### src/verilog/pecbc_pkg.sv
// constants for the error counter and self-test register bank
//
// What this block does
// - each false carrier event adds one to an 8-bit counter
// - false carrier counter stops at its maximum and never wraps
// - false carrier count passing half full raises a half-full event
// - reading either counter register returns the count, then zeroes that counter
// - upper byte of false carrier register ignores writes and reads zero
// - receive error counter counts symbol errors only while receive data valid
// - receive error counter holds while MII loopback is active
// - receive error counter stops at its maximum and never wraps
// - receive error count passing half full raises a half-full event
// - count mode bit: continuous wraps with a pulse, single stops at maximum
// - packet bit: set gives continuous PRBS packets and checker; clear gives one constant packet
// - generation enable bit starts or stops the generator, reset to zero
// - lock bit reads one while the checker is locked
// - sync loss bit latches high on loss of sync until read
// - generator status bit reads one while the generator is active
// - self-test register also holds the loopback point selection
// - loopback selection is a five-bit one-hot code, or all zero
// - half-full events set clear-on-read status flags, each with its own enable
package pecbc_pkg;
    // --------------------------------------------------------------
    // register indices, byte address is four times the index
    // --------------------------------------------------------------
    localparam int unsigned ADDR_W          = 8;
    localparam logic [5:0]  IDX_INT_STATUS  = 6'h12;
    localparam logic [5:0]  IDX_FALSE_CAR   = 6'h14;
    localparam logic [5:0]  IDX_RX_ERR      = 6'h15;
    localparam logic [5:0]  IDX_SELF_TEST   = 6'h16;
    // --------------------------------------------------------------
    // widths
    // --------------------------------------------------------------
    localparam int unsigned FC_W            = 8;
    localparam int unsigned RE_W            = 16;
    localparam int unsigned BIST_W          = 16;
    localparam int unsigned LB_W            = 5;
    // --------------------------------------------------------------
    // self-test register fields
    // --------------------------------------------------------------
    localparam int unsigned ST_COUNT_MODE   = 14;
    localparam int unsigned ST_PACKET_MODE  = 13;
    localparam int unsigned ST_GEN_EN       = 12;
    localparam int unsigned ST_LOCK         = 11;
    localparam int unsigned ST_SYNC_LOSS    = 10;
    localparam int unsigned ST_GEN_STATUS   = 9;
    localparam int unsigned ST_POWER_MODE   = 8;
    localparam int unsigned ST_TX_LOOPBACK  = 6;
    localparam int unsigned ST_LB_LSB       = 0;
    // --------------------------------------------------------------
    // interrupt status one register fields
    // --------------------------------------------------------------
    localparam int unsigned IS_FC_FLAG      = 9;
    localparam int unsigned IS_RE_FLAG      = 8;
    localparam int unsigned IS_FC_EN        = 1;
    localparam int unsigned IS_RE_EN        = 0;
    // --------------------------------------------------------------
    // reset values and unmapped read data
    // --------------------------------------------------------------
    localparam logic [31:0]   RDATA_RST     = 32'h0000_0000;
    localparam logic [LB_W-1:0] LB_RST      = 5'h00;
    localparam logic [31:0]   UNMAPPED_DATA = 32'h0000_0000;
endpackage : pecbc_pkg

### src/verilog/pecbc_regs.sv
// error counter and self-test control register bank on an Avalon-MM slave
`timescale 1ns/1ps
`default_nettype none
module pecbc_regs
    import pecbc_pkg::*;
(
    input  wire logic              clk,                // 100 MHz clock
    input  wire logic              rst,                // async reset, high
    input  wire logic [ADDR_W-1:0] avs_address,        // byte address
    input  wire logic              avs_read,           // read request
    input  wire logic              avs_write,          // write request
    input  wire logic [31:0]       avs_writedata,      // write data
    input  wire logic [3:0]        avs_byteenable,     // write lanes
    output logic [31:0]            avs_readdata,       // read data
    output logic                   avs_waitrequest,    // low for one answer cycle
    input  wire logic              false_carrier_evt,  // one false carrier
    input  wire logic              rx_dv,              // receive data valid
    input  wire logic              rx_symbol_err,      // invalid data symbol seen
    input  wire logic              mii_loopback,       // MII loopback active
    input  wire logic              prbs_error_evt,     // checker bit error
    input  wire logic              prbs_lock,          // checker locked
    input  wire logic              prbs_sync_loss_evt, // checker lost sync
    input  wire logic              gen_active,         // generator sending
    input  wire logic              power_normal,       // normal power mode
    output logic                   prbs_count_mode,    // continuous error count
    output logic                   prbs_packet_mode,   // PRBS packets selected
    output logic                   gen_enable,         // start generator
    output logic                   gen_continuous,     // continuous PRBS packets
    output logic                   prbs_checker_en,    // checker enabled
    output logic                   tx_in_loopback,     // transmit during loopback
    output logic [LB_W-1:0]        loopback_sel,       // one-hot or zero loopback point
    output logic                   prbs_count_wrap,    // error counter wrapped
    output logic                   fc_half_full_evt,   // false carrier half full
    output logic                   re_half_full_evt    // receive error half full
);
    // ------------------------------------------------------------------
    // state
    // ------------------------------------------------------------------
    typedef struct packed {
        logic            waitreq;
        logic [31:0]     rdata;
        logic            count_mode;
        logic            packet_mode;
        logic            gen_en;
        logic            gen_cont;
        logic            chk_en;
        logic            tx_lb;
        logic [LB_W-1:0] lb_sel;
        logic            sync_loss;
        logic            fc_flag;
        logic            re_flag;
        logic            fc_en;
        logic            re_en;
    } pecbc_state_t;

    pecbc_state_t s_q, s_d;

    logic [FC_W-1:0]   fc_count;
    logic [RE_W-1:0]   re_count;
    logic [BIST_W-1:0] bist_count;
    logic              fc_half, re_half, bist_wrap;
    logic              accept, rd_fc, rd_re, rd_st, rd_is, wr_st, wr_is;

    // ------------------------------------------------------------------
    // helpers
    // ------------------------------------------------------------------
    function automatic logic hit(input logic [ADDR_W-1:0] addr, input logic [5:0] idx);
        hit = (addr[ADDR_W-1:2] == idx);
    endfunction : hit

    // byte lanes 0 and 1 carry the 16-bit register
    function automatic logic [15:0] merge16(input logic [15:0] old_v, input logic [31:0] wd,
                                            input logic [3:0] be);
        merge16 = old_v;
        if (be[0]) begin
            merge16[7:0] = wd[7:0];
        end
        if (be[1]) begin
            merge16[15:8] = wd[15:8];
        end
    endfunction : merge16

    function automatic logic legal_lb(input logic [LB_W-1:0] v);
        legal_lb = (v == '0) || ($countones(v) == 1);
    endfunction : legal_lb

    // ------------------------------------------------------------------
    // register views
    // ------------------------------------------------------------------
    logic [15:0] st_view, is_view;

    always_comb begin
        st_view                 = 16'h0000;
        st_view[ST_COUNT_MODE]  = s_q.count_mode;
        st_view[ST_PACKET_MODE] = s_q.packet_mode;
        st_view[ST_GEN_EN]      = s_q.gen_en;
        st_view[ST_LOCK]        = prbs_lock;
        st_view[ST_SYNC_LOSS]   = s_q.sync_loss;
        st_view[ST_GEN_STATUS]  = gen_active;
        st_view[ST_POWER_MODE]  = power_normal;
        st_view[ST_TX_LOOPBACK] = s_q.tx_lb;
        st_view[ST_LB_LSB +: LB_W] = s_q.lb_sel;
        is_view                 = 16'h0000;
        is_view[IS_FC_FLAG]     = s_q.fc_flag;
        is_view[IS_RE_FLAG]     = s_q.re_flag;
        is_view[IS_FC_EN]       = s_q.fc_en;
        is_view[IS_RE_EN]       = s_q.re_en;
    end

    // ------------------------------------------------------------------
    // bus decode
    // ------------------------------------------------------------------
    // a request is taken once, on the first edge that sees it with waitrequest high
    assign accept = (avs_read || avs_write) && s_q.waitreq;
    assign rd_fc  = accept && avs_read && hit(avs_address, IDX_FALSE_CAR);
    assign rd_re  = accept && avs_read && hit(avs_address, IDX_RX_ERR);
    assign rd_st  = accept && avs_read && hit(avs_address, IDX_SELF_TEST);
    assign rd_is  = accept && avs_read && hit(avs_address, IDX_INT_STATUS);
    assign wr_st  = accept && avs_write && hit(avs_address, IDX_SELF_TEST);
    assign wr_is  = accept && avs_write && hit(avs_address, IDX_INT_STATUS);

    // ------------------------------------------------------------------
    // counters
    // ------------------------------------------------------------------
    pecbc_sat_counter #(.WIDTH(FC_W)) u_fc_cnt (
        .clk      (clk),
        .rst      (rst),
        .inc      (false_carrier_evt),
        .clr      (rd_fc),
        .hold     (1'b0),
        .wrap_en  (1'b0),
        .count    (fc_count),
        .half_evt (fc_half),
        .wrap_evt ()
    );

    pecbc_sat_counter #(.WIDTH(RE_W)) u_re_cnt (
        .clk      (clk),
        .rst      (rst),
        .inc      (rx_dv && rx_symbol_err),
        .clr      (rd_re),
        .hold     (mii_loopback),
        .wrap_en  (1'b0),
        .count    (re_count),
        .half_evt (re_half),
        .wrap_evt ()
    );

    // checker error count, zeroed whenever the checker is off
    pecbc_sat_counter #(.WIDTH(BIST_W)) u_bist_cnt (
        .clk      (clk),
        .rst      (rst),
        .inc      (prbs_error_evt && s_q.chk_en),
        .clr      (!s_q.chk_en),
        .hold     (1'b0),
        .wrap_en  (s_q.count_mode),
        .count    (bist_count),
        .half_evt (),
        .wrap_evt (bist_wrap)
    );

    // ------------------------------------------------------------------
    // next state
    // ------------------------------------------------------------------
    always_comb begin
        logic [15:0] st_new;
        logic [15:0] is_new;
        st_new    = merge16(st_view, avs_writedata, avs_byteenable);
        is_new    = merge16(is_view, avs_writedata, avs_byteenable);
        s_d       = s_q;
        s_d.waitreq = !accept;
        if (accept && avs_read) begin
            s_d.rdata = UNMAPPED_DATA;
            if (hit(avs_address, IDX_FALSE_CAR)) begin
                s_d.rdata = {{(32-FC_W){1'b0}}, fc_count};
            end else if (hit(avs_address, IDX_RX_ERR)) begin
                s_d.rdata = {{(32-RE_W){1'b0}}, re_count};
            end else if (hit(avs_address, IDX_SELF_TEST)) begin
                s_d.rdata = {16'h0000, st_view};
            end else if (hit(avs_address, IDX_INT_STATUS)) begin
                s_d.rdata = {16'h0000, is_view};
            end
        end
        if (wr_st) begin
            s_d.count_mode  = st_new[ST_COUNT_MODE];
            s_d.packet_mode = st_new[ST_PACKET_MODE];
            s_d.gen_en      = st_new[ST_GEN_EN];
            s_d.tx_lb       = st_new[ST_TX_LOOPBACK];
            // an illegal loopback code would select two points at once, so it is dropped
            if (legal_lb(st_new[ST_LB_LSB +: LB_W])) begin
                s_d.lb_sel  = st_new[ST_LB_LSB +: LB_W];
            end
        end
        s_d.gen_cont = s_d.packet_mode;
        s_d.chk_en   = s_d.packet_mode;
        // sync loss latches; a new loss in the reading cycle wins over the clear
        s_d.sync_loss = (s_q.sync_loss && !rd_st) ||
                        (prbs_sync_loss_evt && s_q.chk_en);
        if (wr_is) begin
            s_d.fc_en = is_new[IS_FC_EN];
            s_d.re_en = is_new[IS_RE_EN];
        end
        s_d.fc_flag = (s_q.fc_flag && !rd_is) || fc_half;
        s_d.re_flag = (s_q.re_flag && !rd_is) || re_half;
    end

    always_ff @(posedge clk or posedge rst) begin
        if (rst) begin
            s_q         <= '0;
            s_q.waitreq <= 1'b1;
            s_q.rdata   <= RDATA_RST;
            s_q.lb_sel  <= LB_RST;
        end else begin
            s_q <= s_d;
        end
    end

    // ------------------------------------------------------------------
    // outputs
    // ------------------------------------------------------------------
    assign avs_readdata     = s_q.rdata;
    assign avs_waitrequest  = s_q.waitreq;
    assign prbs_count_mode  = s_q.count_mode;
    assign prbs_packet_mode = s_q.packet_mode;
    assign gen_enable       = s_q.gen_en;
    assign gen_continuous   = s_q.gen_cont;
    assign prbs_checker_en  = s_q.chk_en;
    assign tx_in_loopback   = s_q.tx_lb;
    assign loopback_sel     = s_q.lb_sel;
    assign prbs_count_wrap  = bist_wrap;
    assign fc_half_full_evt = fc_half;
    assign re_half_full_evt = re_half;
endmodule : pecbc_regs
`default_nettype wire

### src/verilog/pecbc_sat_counter.sv
// saturating or wrapping event counter with clear and half-full event
`timescale 1ns/1ps
`default_nettype none
module pecbc_sat_counter
    import pecbc_pkg::*;
#(
    parameter int unsigned WIDTH = 8
) (
    input  wire logic             clk,      // system clock
    input  wire logic             rst,      // async reset, high
    input  wire logic             inc,      // one count per cycle
    input  wire logic             clr,      // zero the counter
    input  wire logic             hold,     // freeze counting
    input  wire logic             wrap_en,  // wrap at maximum instead of stopping
    output logic [WIDTH-1:0]      count,    // current count
    output logic                  half_evt, // pulse on passing half full
    output logic                  wrap_evt  // pulse on wrapping
);
    localparam logic [WIDTH-1:0] MAX_C  = {WIDTH{1'b1}};
    localparam logic [WIDTH-1:0] HALF_C = {1'b0, {(WIDTH-1){1'b1}}};

    typedef struct packed {
        logic [WIDTH-1:0] cnt;
        logic             half;
        logic             wrap;
    } pecbc_cnt_state_t;

    pecbc_cnt_state_t s_q, s_d;

    // an increment in the clearing cycle counts from zero, so no event is lost
    always_comb begin
        logic [WIDTH-1:0] base;
        base      = clr ? '0 : s_q.cnt;
        s_d       = s_q;
        s_d.half  = 1'b0;
        s_d.wrap  = 1'b0;
        s_d.cnt   = base;
        if (inc && !hold) begin
            if (base == MAX_C) begin
                if (wrap_en) begin
                    s_d.cnt  = '0;
                    s_d.wrap = 1'b1;
                end
            end else begin
                s_d.cnt  = base + 1'b1;
                s_d.half = (base == HALF_C);
            end
        end
    end

    always_ff @(posedge clk or posedge rst) begin
        if (rst) begin
            s_q <= '0;
        end else begin
            s_q <= s_d;
        end
    end

    assign count    = s_q.cnt;
    assign half_evt = s_q.half;
    assign wrap_evt = s_q.wrap;
endmodule : pecbc_sat_counter
`default_nettype wire

### config.mk
export PLATFORM = sky130hd
export DESIGN_NAME = pecbc_regs
export DESIGN_NICKNAME = d
export VERILOG_FILES = /design/src/verilog/pecbc_pkg.sv /design/src/verilog/pecbc_regs.sv /design/src/verilog/pecbc_sat_counter.sv
export SDC_FILE = /design/constraint.sdc
export NUM_CORES = 1
export LEC_CHECK = 0
export BUFFER_PORTS_ARGS = -buffer_cell sky130_fd_sc_hd__clkbuf_2
export CORE_ASPECT_RATIO = 0.7
export CORE_UTILIZATION = 54
export CTS_CLUSTER_SIZE = 25
export DETAILED_ROUTE_END_ITERATION = 10
export PLACE_DENSITY = 0.88
export SLEW_MARGIN = 10
export SYNTH_ARGS = -nofsm -noshare
export SYNTH_HDL_FRONTEND = slang
export SYNTH_SLANG_ARGS = --single-unit
### constraint.sdc
create_clock -name clk -period 3 [get_ports clk]
set_input_delay 0.6 -clock clk [delete_from_list [all_inputs] [get_ports clk]]
set_output_delay 0.6 -clock clk [all_outputs]
set_load 0.005 [all_outputs]
==> results_dict.tcl, run 1 <==
set metrics [dict create \
    die_h_um 76.62 \
    critPathKind "in2reg" \
    synth_most_common_cell "dfrtp_1" \
    area_delta_synth_final_pct 12.35 \
    hp-class "in2async" \
    io_pins 104 \
    cp-start-kind "primary input" \
    ant_nets 0 \
    critPathCaptureType "flip-flop" \
    maxSlewViolCount 0 \
    tightest_slew_ps 619.6 \
    dieWidth_um 108.6 \
    clock_tree.buffer_depth 2 \
    synth_common_cells "dfrtp_1, nand2_1, buf_4" \
    post_cts_buffers 0 \
    critical_path.startpoint "avs_byteenable[0]" \
    dr_total_vias 3681 \
    synth_fa_ha_area_share_pct 2.389 \
    synth_edf_count 0 \
    r2r_setup_slack_ps 370 \
    rsz0062_at_grt "no" \
    synth_area_leaders "dfrtp_1, buf_4, nand2_1, mux2i_1, nor2_1" \
    synth_compound_area_share_pct 14.51 \
    drt_iter0_drc 378 \
    fillerInstances 580 \
    status "complete, no violations" \
    clk_latency_ps 330 \
    grt_pass1_wl_mm 17.06 \
    dp.cells 578 \
    synth_top_cell_by_area "dfrtp_1" \
    cts_made_buffers 9 \
    maxCapViolations 0 \
    yosys_warnings 0 \
    postCtsResizedCells 0 \
    synth.distinct_cells 65 \
    nets 555 \
    cts_tree "built" \
    gp_congestion 0.8381 \
    wire_per_inst_um 17.28 \
    fmax_mhz 372.9 \
    fin_crit_sh_pct 89.39 \
    stdcell_count 594 \
    firstDrtPassIters 5 \
    relSlewSlack_pct 58.39 \
    antenna_found_initial 0 \
    fin_area_um2 4826 \
    synth_top_family_by_area "simple AND/OR/NAND/NOR gates" \
    syn_area_per_cell_um2 9.609 \
    via_per_inst 6.197 \
    netlist_area_um2 4295 \
    post-route-util_pct 64.50 \
    place_area_um2 4521 \
    synth.area.mux_share_pct 6.146 \
    hold_viol_final 0 \
    ys.flop_type "dfrtp_1" \
    clk_pin_slew_ps 50 \
    p_leak_nw 2.275 \
    grt_usage_pct 26.66 \
    synth-simple-area-share_pct 23.04 \
    hpwlAfterDp_mm 7.391 \
    reg2reg_from "avs_waitrequest" \
    holdBufCountCts 0 \
    syn_inst 447 \
    rows 26 \
    power.density_nw_per_um2 557.9 \
    initial_core_util_pct 57.41 \
    skew_ps 5.952 \
    yosys_register_bits 74 \
    seq_area_frac_synth_pct 43.14 \
    period_minus_slack_ps 2682 \
    crit_required_ps 3210 \
    cp.arrival_ps 2890 \
    htree_levels 3 \
    irDropWorstVdd_v 0.0003992 \
    synth-xor-area-share_pct 1.020 \
    drc 0 \
    path_max_fanout 6 \
    async_flop_share_pct 100.0 \
    n_antenna_cell 0 \
    grt_max_degree 28 \
    fp.coreArea_um2 7482 \
    cts_num_sinks 74 \
    finalSetupViolCount 0 \
    yosys.area.top_type_share_pct 42.53 \
    first_global_vias 3452 \
    drive_gt1_share_pct 22.38 \
    die_area_um2 8321 \
    wl_mm 10.26 \
    cts-root-buf "clkbuf_16" \
    io_buffers 60 \
    grt_overflow 0 \
]
-- layout make-up --
class | count | area, um2 | area share (%)
multi-input combinational | 319 | 2091 | 43.32
sequential | 74 | 1853 | 38.40
timing repair buffer | 74 | 405.4 | 8.400
clock buffer | 11 | 252.7 | 5.237
tap | 98 | 122.6 | 2.541
clock inverter | 5 | 52.55 | 1.089
inverter | 13 | 48.80 | 1.011
-- critical path, stage by stage --
cell and delay, ps:
clkbuf_2 150, mux2i_1 180, fa_1 560, inv_1 50
fa_1 350, ha_1 280, nor2_1 100, nand2_1 100
a21oi_4 170, mux2_2 350
-- worst paths after layout --
path,endpoint,cells after the start
setup / recovery,loopback_sel[2],10
hold / removal,tx_in_loopback,2
setup reg to reg,u_re_cnt.count[1],8
hold reg to reg,avs_readdata[9],2
max in group asynchronous,avs_waitrequest,3
min in group clk,avs_readdata[9],2
-- registers in the layout, indices dropped and copies added (netlist names) --
signal	count
gen_enable	1
prbs_checker_en	1
loopback_sel	5
tx_in_loopback	1
avs_waitrequest	1
s_q	1
u_fc_cnt.half_evt	1
prbs_count_mode	1
u_re_cnt.half_evt	1
is_view	4
u_bist_cnt.wrap_evt	1
u_bist_cnt.count	16
avs_readdata	16
u_re_cnt.count	16
u_fc_cnt.count	8
-- logic make-up after synthesis --
| family | after synthesis |
|---|---|
| xor+xnor | 5 |
| other cells | 1 |
| mux | 25 |
| simple gates | 178 |
| flops | 74 |
| buf+inv | 69 |
| compound gates | 88 |
| fa+ha+maj | 7 |
-- stage by stage --
stage | hold slack [ps] | power [mW] | setup WS, ps | TNS (ps)
after floorplan | 440.0 | 1.505 | 19.19 | 0
after global placement | 450.4 | 1.588 | 28.31 | 0
after detailed placement | 463.9 | 1.617 | -23.30 | -43.88
after CTS | 278.9 | 2.705 | 309.3 | 0
after global routing | 310.7 | 2.818 | 179.3 | 0
final | 269.9 | 2.692 | 318.2 | 0
-- cell usage in the layout (no fill, tap or decap), types with 3 or more instances in the layout --
master     synthesis  routed
inv_1             13      12
clkinv_2           0       3
nand3_1           21      21
and3_1            10      10
nor3_1             7       7
dfrtp_1           73      73
nand4_1           13      13
mux2_2            10      10
ha_1               5       5
buf_4             40      14
o211ai_1           7       7
clkbuf_2           0      60
o22ai_1            3       3
or4_1              4       4
conb_1             1      16
clkbuf_16          0       9
a21oi_1            9       9
mux2i_1           14      14
and2_1            12      12
nand2_1           43      43
nand4b_1           3       3
o31ai_1            6       6
a221oi_1           8       8
xor2_1             5       5
a22oi_1            6       6
nor2_1            33      33
and4_1             5       5
o21a_1             3       3
a31oi_1            6       6
o21ai_0           18      18
or3_1              6       6
-- power by group --
group	switching (mW)	internal, mW	total (mW)
Sequential	0.128	1.10	1.23
Clock	0.399	0.684	1.08
Combinational	0.215	0.162	0.377
-- routing by layer --
metal	vias up	wire, um	global-route usage (%)
li1	1693	-	-
met1	1764	4483	36.57
met2	203	4749	40.57
met3	21	884	7.100
met4	0	146	9.189
met5	-	0	0
(Power assumes the default switching activity.)
==> run 2: changes to the inputs <==
Settings changed: GPL_TIMING_DRIVEN set to 0, SLEW_MARGIN 10 to not set.
==> run 2 against run 1 <==
Effect of this change: cell count up 6.7%; power down 2.2%; clock skew up 5.4 ps; critical path depth unchanged; final area up 4.7%; first-iteration DRC count down 22%; critical endpoint is now loopback_sel[4]; clock power down 9.9%; sequential share of layout area down 1.7 points.
==> results_dict.tcl, run 2 (same netlist as run 1, synthesis figures left out) <==
set metrics [dict create \
    nets 595 \
    cts_made_buffers 9 \
    clock_tree.buffer_depth 2 \
    p_leak_nw 2.432 \
    crit_required_ps 3220 \
    fmax_mhz 350.1 \
    dp.cells 618 \
    ant_nets 0 \
    hpwlAfterDp_mm 7.777 \
    die_area_um2 8321 \
    final_cell_mix "dfrtp_1, clkbuf_2, nand2_1" \
    cts_tree "built" \
    cp-start-kind "primary input" \
    use_met1_pct 39.46 \
    grt_overflow 0 \
    clk_pin_slew_ps 60 \
    grt_max_degree 75 \
    cts-root-buf "clkbuf_16" \
    cts_num_sinks 74 \
    relSlewSlack_pct 39.20 \
    met2_usage_pct 41.46 \
    path_max_fanout 7 \
    rsz0062_at_grt "no" \
    cp.arrival_ps 3080 \
    antenna_found_initial 0 \
    met3_usage_pct 9.239 \
    maxCapViolations 0 \
    stdcell_count 634 \
    finalSetupViolCount 0 \
    area_delta_synth_final_pct 17.59 \
    die_h_um 76.62 \
    critPathKind "in2reg" \
    grt-busiest-layer "met2" \
    grt_pass1_wl_mm 17.68 \
    status "complete, no violations" \
    hp-class "in2async" \
    rows 26 \
    maxSlewViolCount 0 \
    gp_congestion 0.9249 \
    irDropWorstVdd_v 0.0003215 \
    hold_viol_final 0 \
    place_area_um2 4776 \
    first_global_vias 3554 \
    initial_core_util_pct 57.41 \
    critPathCaptureType "flip-flop" \
    clk_latency_ps 340 \
    io_pins 104 \
    via_per_inst 6.060 \
    n_antenna_cell 0 \
    skew_ps 11.37 \
    fin_ws_ps 143.6 \
    power.density_nw_per_um2 521.2 \
    fillerInstances 593 \
    drive_gt1_share_pct 26.31 \
    fp.coreArea_um2 7482 \
    post_cts_buffers 0 \
    fin_crit_sh_pct 95.21 \
    grt_usage_pct 27.99 \
    hold-worst-slack_ps 439.2 \
    drc 0 \
    period_minus_slack_ps 2856 \
    drt_iter0_drc 293 \
    r2r_setup_slack_ps 190 \
    htree_levels 3 \
    fin_area_um2 5051 \
    dr_total_vias 3842 \
    dieWidth_um 108.6 \
    firstDrtPassIters 5 \
    wl_mm 10.84 \
    final_common_cell "dfrtp_1" \
    wire_per_inst_um 17.09 \
    place_ws_ps -280.3 \
    io_buffers 58 \
    tightest_slew_ps 912.0 \
]
-- run 2: worst paths after layout --
path,startpoint,endpoint,depth (start not counted)
min in group clk,avs_read,avs_waitrequest,2
hold / removal,rst,u_bist_cnt.count[7],2
setup reg to reg,loopback_sel[3],loopback_sel[4],9
hold reg to reg,avs_readdata[1],avs_readdata[1],2
max in group asynchronous,rst,avs_readdata[15],2
setup / recovery,avs_byteenable[0],loopback_sel[4],10
-- run 2: layout make-up --
class                           instances  area, um2  area share, %
Clock buffer                           15      257.7          5.103
Inverter                               13      51.30          1.016
Sequential cell                        74       1853          36.69
Timing Repair Buffer                   58      290.3          5.747
Clock inverter                          1      5.005        0.09908
Buffer                                 56      371.6          7.357
Tap cell                               98      122.6          2.428
Multi-Input combinational cell        319       2100          41.57
-- run 2: layer usage --
layer  up-vias  wire (um)
met3        21       1075
li1       1766          -
met1      1841       4729
met2       214       4872
met4         0        158
met5         -          0
-- run 2: critical path, cell delays in order --
cell	delay, ps
clkbuf_2	170
mux2i_1	230
fa_1	580
inv_1	50
fa_1	360
ha_1	280
nor2_1	110
nand2_1	100
a21oi_4	230
mux2_2	360
-- run 2: timing repair --
action                     4_1_cts  5_1_grt
setup endpoints to repair        0       20
gates resized for setup          0        8
hold buffers                     0        0
-- run 2: stage by stage --
step / total power, mW / utilization (%) / setup TNS, ps
finish: 2.633 / 67.51 / 0
global route: 2.751 / 67.51 / 0
CTS: 2.629 / 67.34 / 0
detailed placement: 1.658 / 63.83 / -2294
global placement: 1.633 / 63.80 / -23570
floorplan: 1.505 / - / 0
-- run 2: where the power goes --
part           internal [mW]  switching [mW]
Sequential              1.10           0.129
Clock                  0.582           0.391
Combinational          0.197           0.229
==> run 3: changes to the inputs <==
Settings changed: CORE_UTILIZATION 54 to 55, PLACE_DENSITY 0.88 to 0.89, SYNTH_HIERARCHICAL set to 1.
==> run 3 against run 2 <==
Effect of this change: the flow now finishes with violations (DRC); final area up 8.6%; area after synthesis up 8.0%; sequential share of layout area fell by 2.9 points; critical endpoint is now loopback_sel[2].
==> results_dict.tcl, run 3 <==
set metrics [dict create \
    status "finished with violations" \
    violations "DRC" \
    clk_pin_slew_ps 60 \
    syn_area_per_cell_um2 9.832 \
    initial_core_util_pct 57.96 \
    holdBufCountCts 0 \
    critPathKind "reg2reg" \
    ant_nets 0 \
    period_minus_slack_ps 2887 \
    fp.coreArea_um2 8006 \
    crit_required_ps 3210 \
    rsz0062_at_grt "no" \
    p_sw_share_pct 30.15 \
    via_per_inst 6.317 \
    grt_usage_pct 29.93 \
    maxCapViolations 0 \
    fin_area_um2 5487 \
    dieWidth_um 111.8 \
    power.density_nw_per_um2 510.9 \
    switchingPower_mw 0.8451 \
    fin_ws_ps 112.8 \
    grt_pass1_wl_mm 20.58 \
    gp_congestion 0.9014 \
    cts_tree "built" \
    wl_mm 12.59 \
    antenna_found_initial 0 \
    cp-start-kind "flip-flop" \
    nets 626 \
    drc 9 \
    place_ws_ps -367.3 \
    irDropWorstVdd_v 0.0002810 \
    internal_power_mw 1.958 \
    tightest_slew_ps 1213 \
    dr_total_vias 4239 \
    cp.arrival_ps 3100 \
    rows 27 \
    grt_max_degree 32 \
    critPathCaptureType "flip-flop" \
    hp-class "in2async" \
    syn_inst 472 \
    area_delta_synth_final_pct 18.23 \
    clk_latency_ps 340 \
    power_frac_seq_pct 44.7 \
    fin_crit_sh_pct 96.24 \
    cts-root-buf "clkbuf_16" \
    n_antenna_cell 0 \
    p_leak_nw 2.590 \
    final_cell_mix "dfrtp_1, clkbuf_2, buf_4" \
    yosys_warnings 6 \
    cts_made_buffers 9 \
    io_buffers 58 \
    wire_per_inst_um 18.77 \
    htree_levels 3 \
    place_area_um2 5152 \
    first_global_vias 4141 \
    maxSlewViolCount 0 \
    netlist_area_um2 4641 \
    p_clk_share_pct 40.1 \
    hpwlAfterDp_mm 8.717 \
    die_h_um 78.85 \
    combPwrFrac_pct 15.2 \
    drive_gt1_share_pct 30.00 \
    relSlewSlack_pct 19.07 \
    final_common_cell "dfrtp_1" \
    clock_tree.buffer_depth 2 \
    firstDrtPassIters 8 \
    hold-worst-slack_ps 263.6 \
    finalSetupViolCount 0 \
    skew_ps 11.55 \
    fmax_mhz 346.4 \
    die_area_um2 8815 \
    drt_iter0_drc 443 \
    hold_viol_final 0 \
    io_pins 104 \
    grt_overflow 0 \
    path_max_fanout 5 \
    cts_num_sinks 74 \
]
-- run 3: worst max-delay path, stage by stage, from the launching register on --
cell and delay (ps):
dfrtp_1 460, mux2_4 220, inv_1 60, fa_1 530, inv_1 60, fa_1 390, ha_1 290, nor3b_2 210
o21a_4 200, mux2_1 340
-- run 3: area by class of cell --
cell class	instances	area, um2
fill	574	2520
multi-input combinational	339	2396
sequential	74	1853
buffer	60	422.9
timing repair buffer	58	290.3
clock buffer	10	239.0
tap	101	126.4
inverter	23	86.33
clock inverter	6	72.57
-- run 3: worst paths after layout --
check,start,end,slack [ps],cells past startpoint
min,rst,u_fc_cnt/count[4],260,2
max reg2reg,loopback_sel[3],loopback_sel[2],110,9
max,loopback_sel[3],loopback_sel[2],110,9
min in group clk,avs_readdata[8],avs_readdata[8],480,2
min reg2reg,avs_readdata[8],avs_readdata[8],480,2
max in group asynchronous,rst,avs_readdata[11],1630,2
-- run 3: timing repair --
action	CTS	global route
setup buffers	0	0
setup endpoints to repair	3	15
resized for setup	3	3
-- run 3: layer usage --
layer	global-route usage, %	wire length, um	up-vias
met2	47.83	5813	305
met4	11.49	348	0
li1	-	-	1889
met1	39.19	5132	2006
met3	7.863	1297	39
met5	0	0	-
-- run 3: stage by stage --
step                      TNS (ps)  std cells  total power [mW]  utilization, %
after detailed placement     -2776        655             1.656           64.35
after global placement      -950.9        655             1.624           64.35
final                            0        671             2.803           68.53
after global routing             0        671             2.895           68.53
after floorplan                  0        496             1.502               -
after CTS                        0        671             2.782           68.35
-- run 3: power groups by stage --
| stage | Sequential, mW | Combinational (mW) | Clock, mW |
|---|---|---|---|
| 2_1_floorplan | 1.20 | 0.305 | 0 |
| 3_3_place_gp | 1.24 | 0.382 | 0 |
| 3_5_place_dp | 1.25 | 0.403 | 0 |
| 4_1_cts | 1.24 | 0.416 | 1.13 |
| 5_1_grt | 1.26 | 0.462 | 1.17 |
| 6_report | 1.25 | 0.427 | 1.12 |
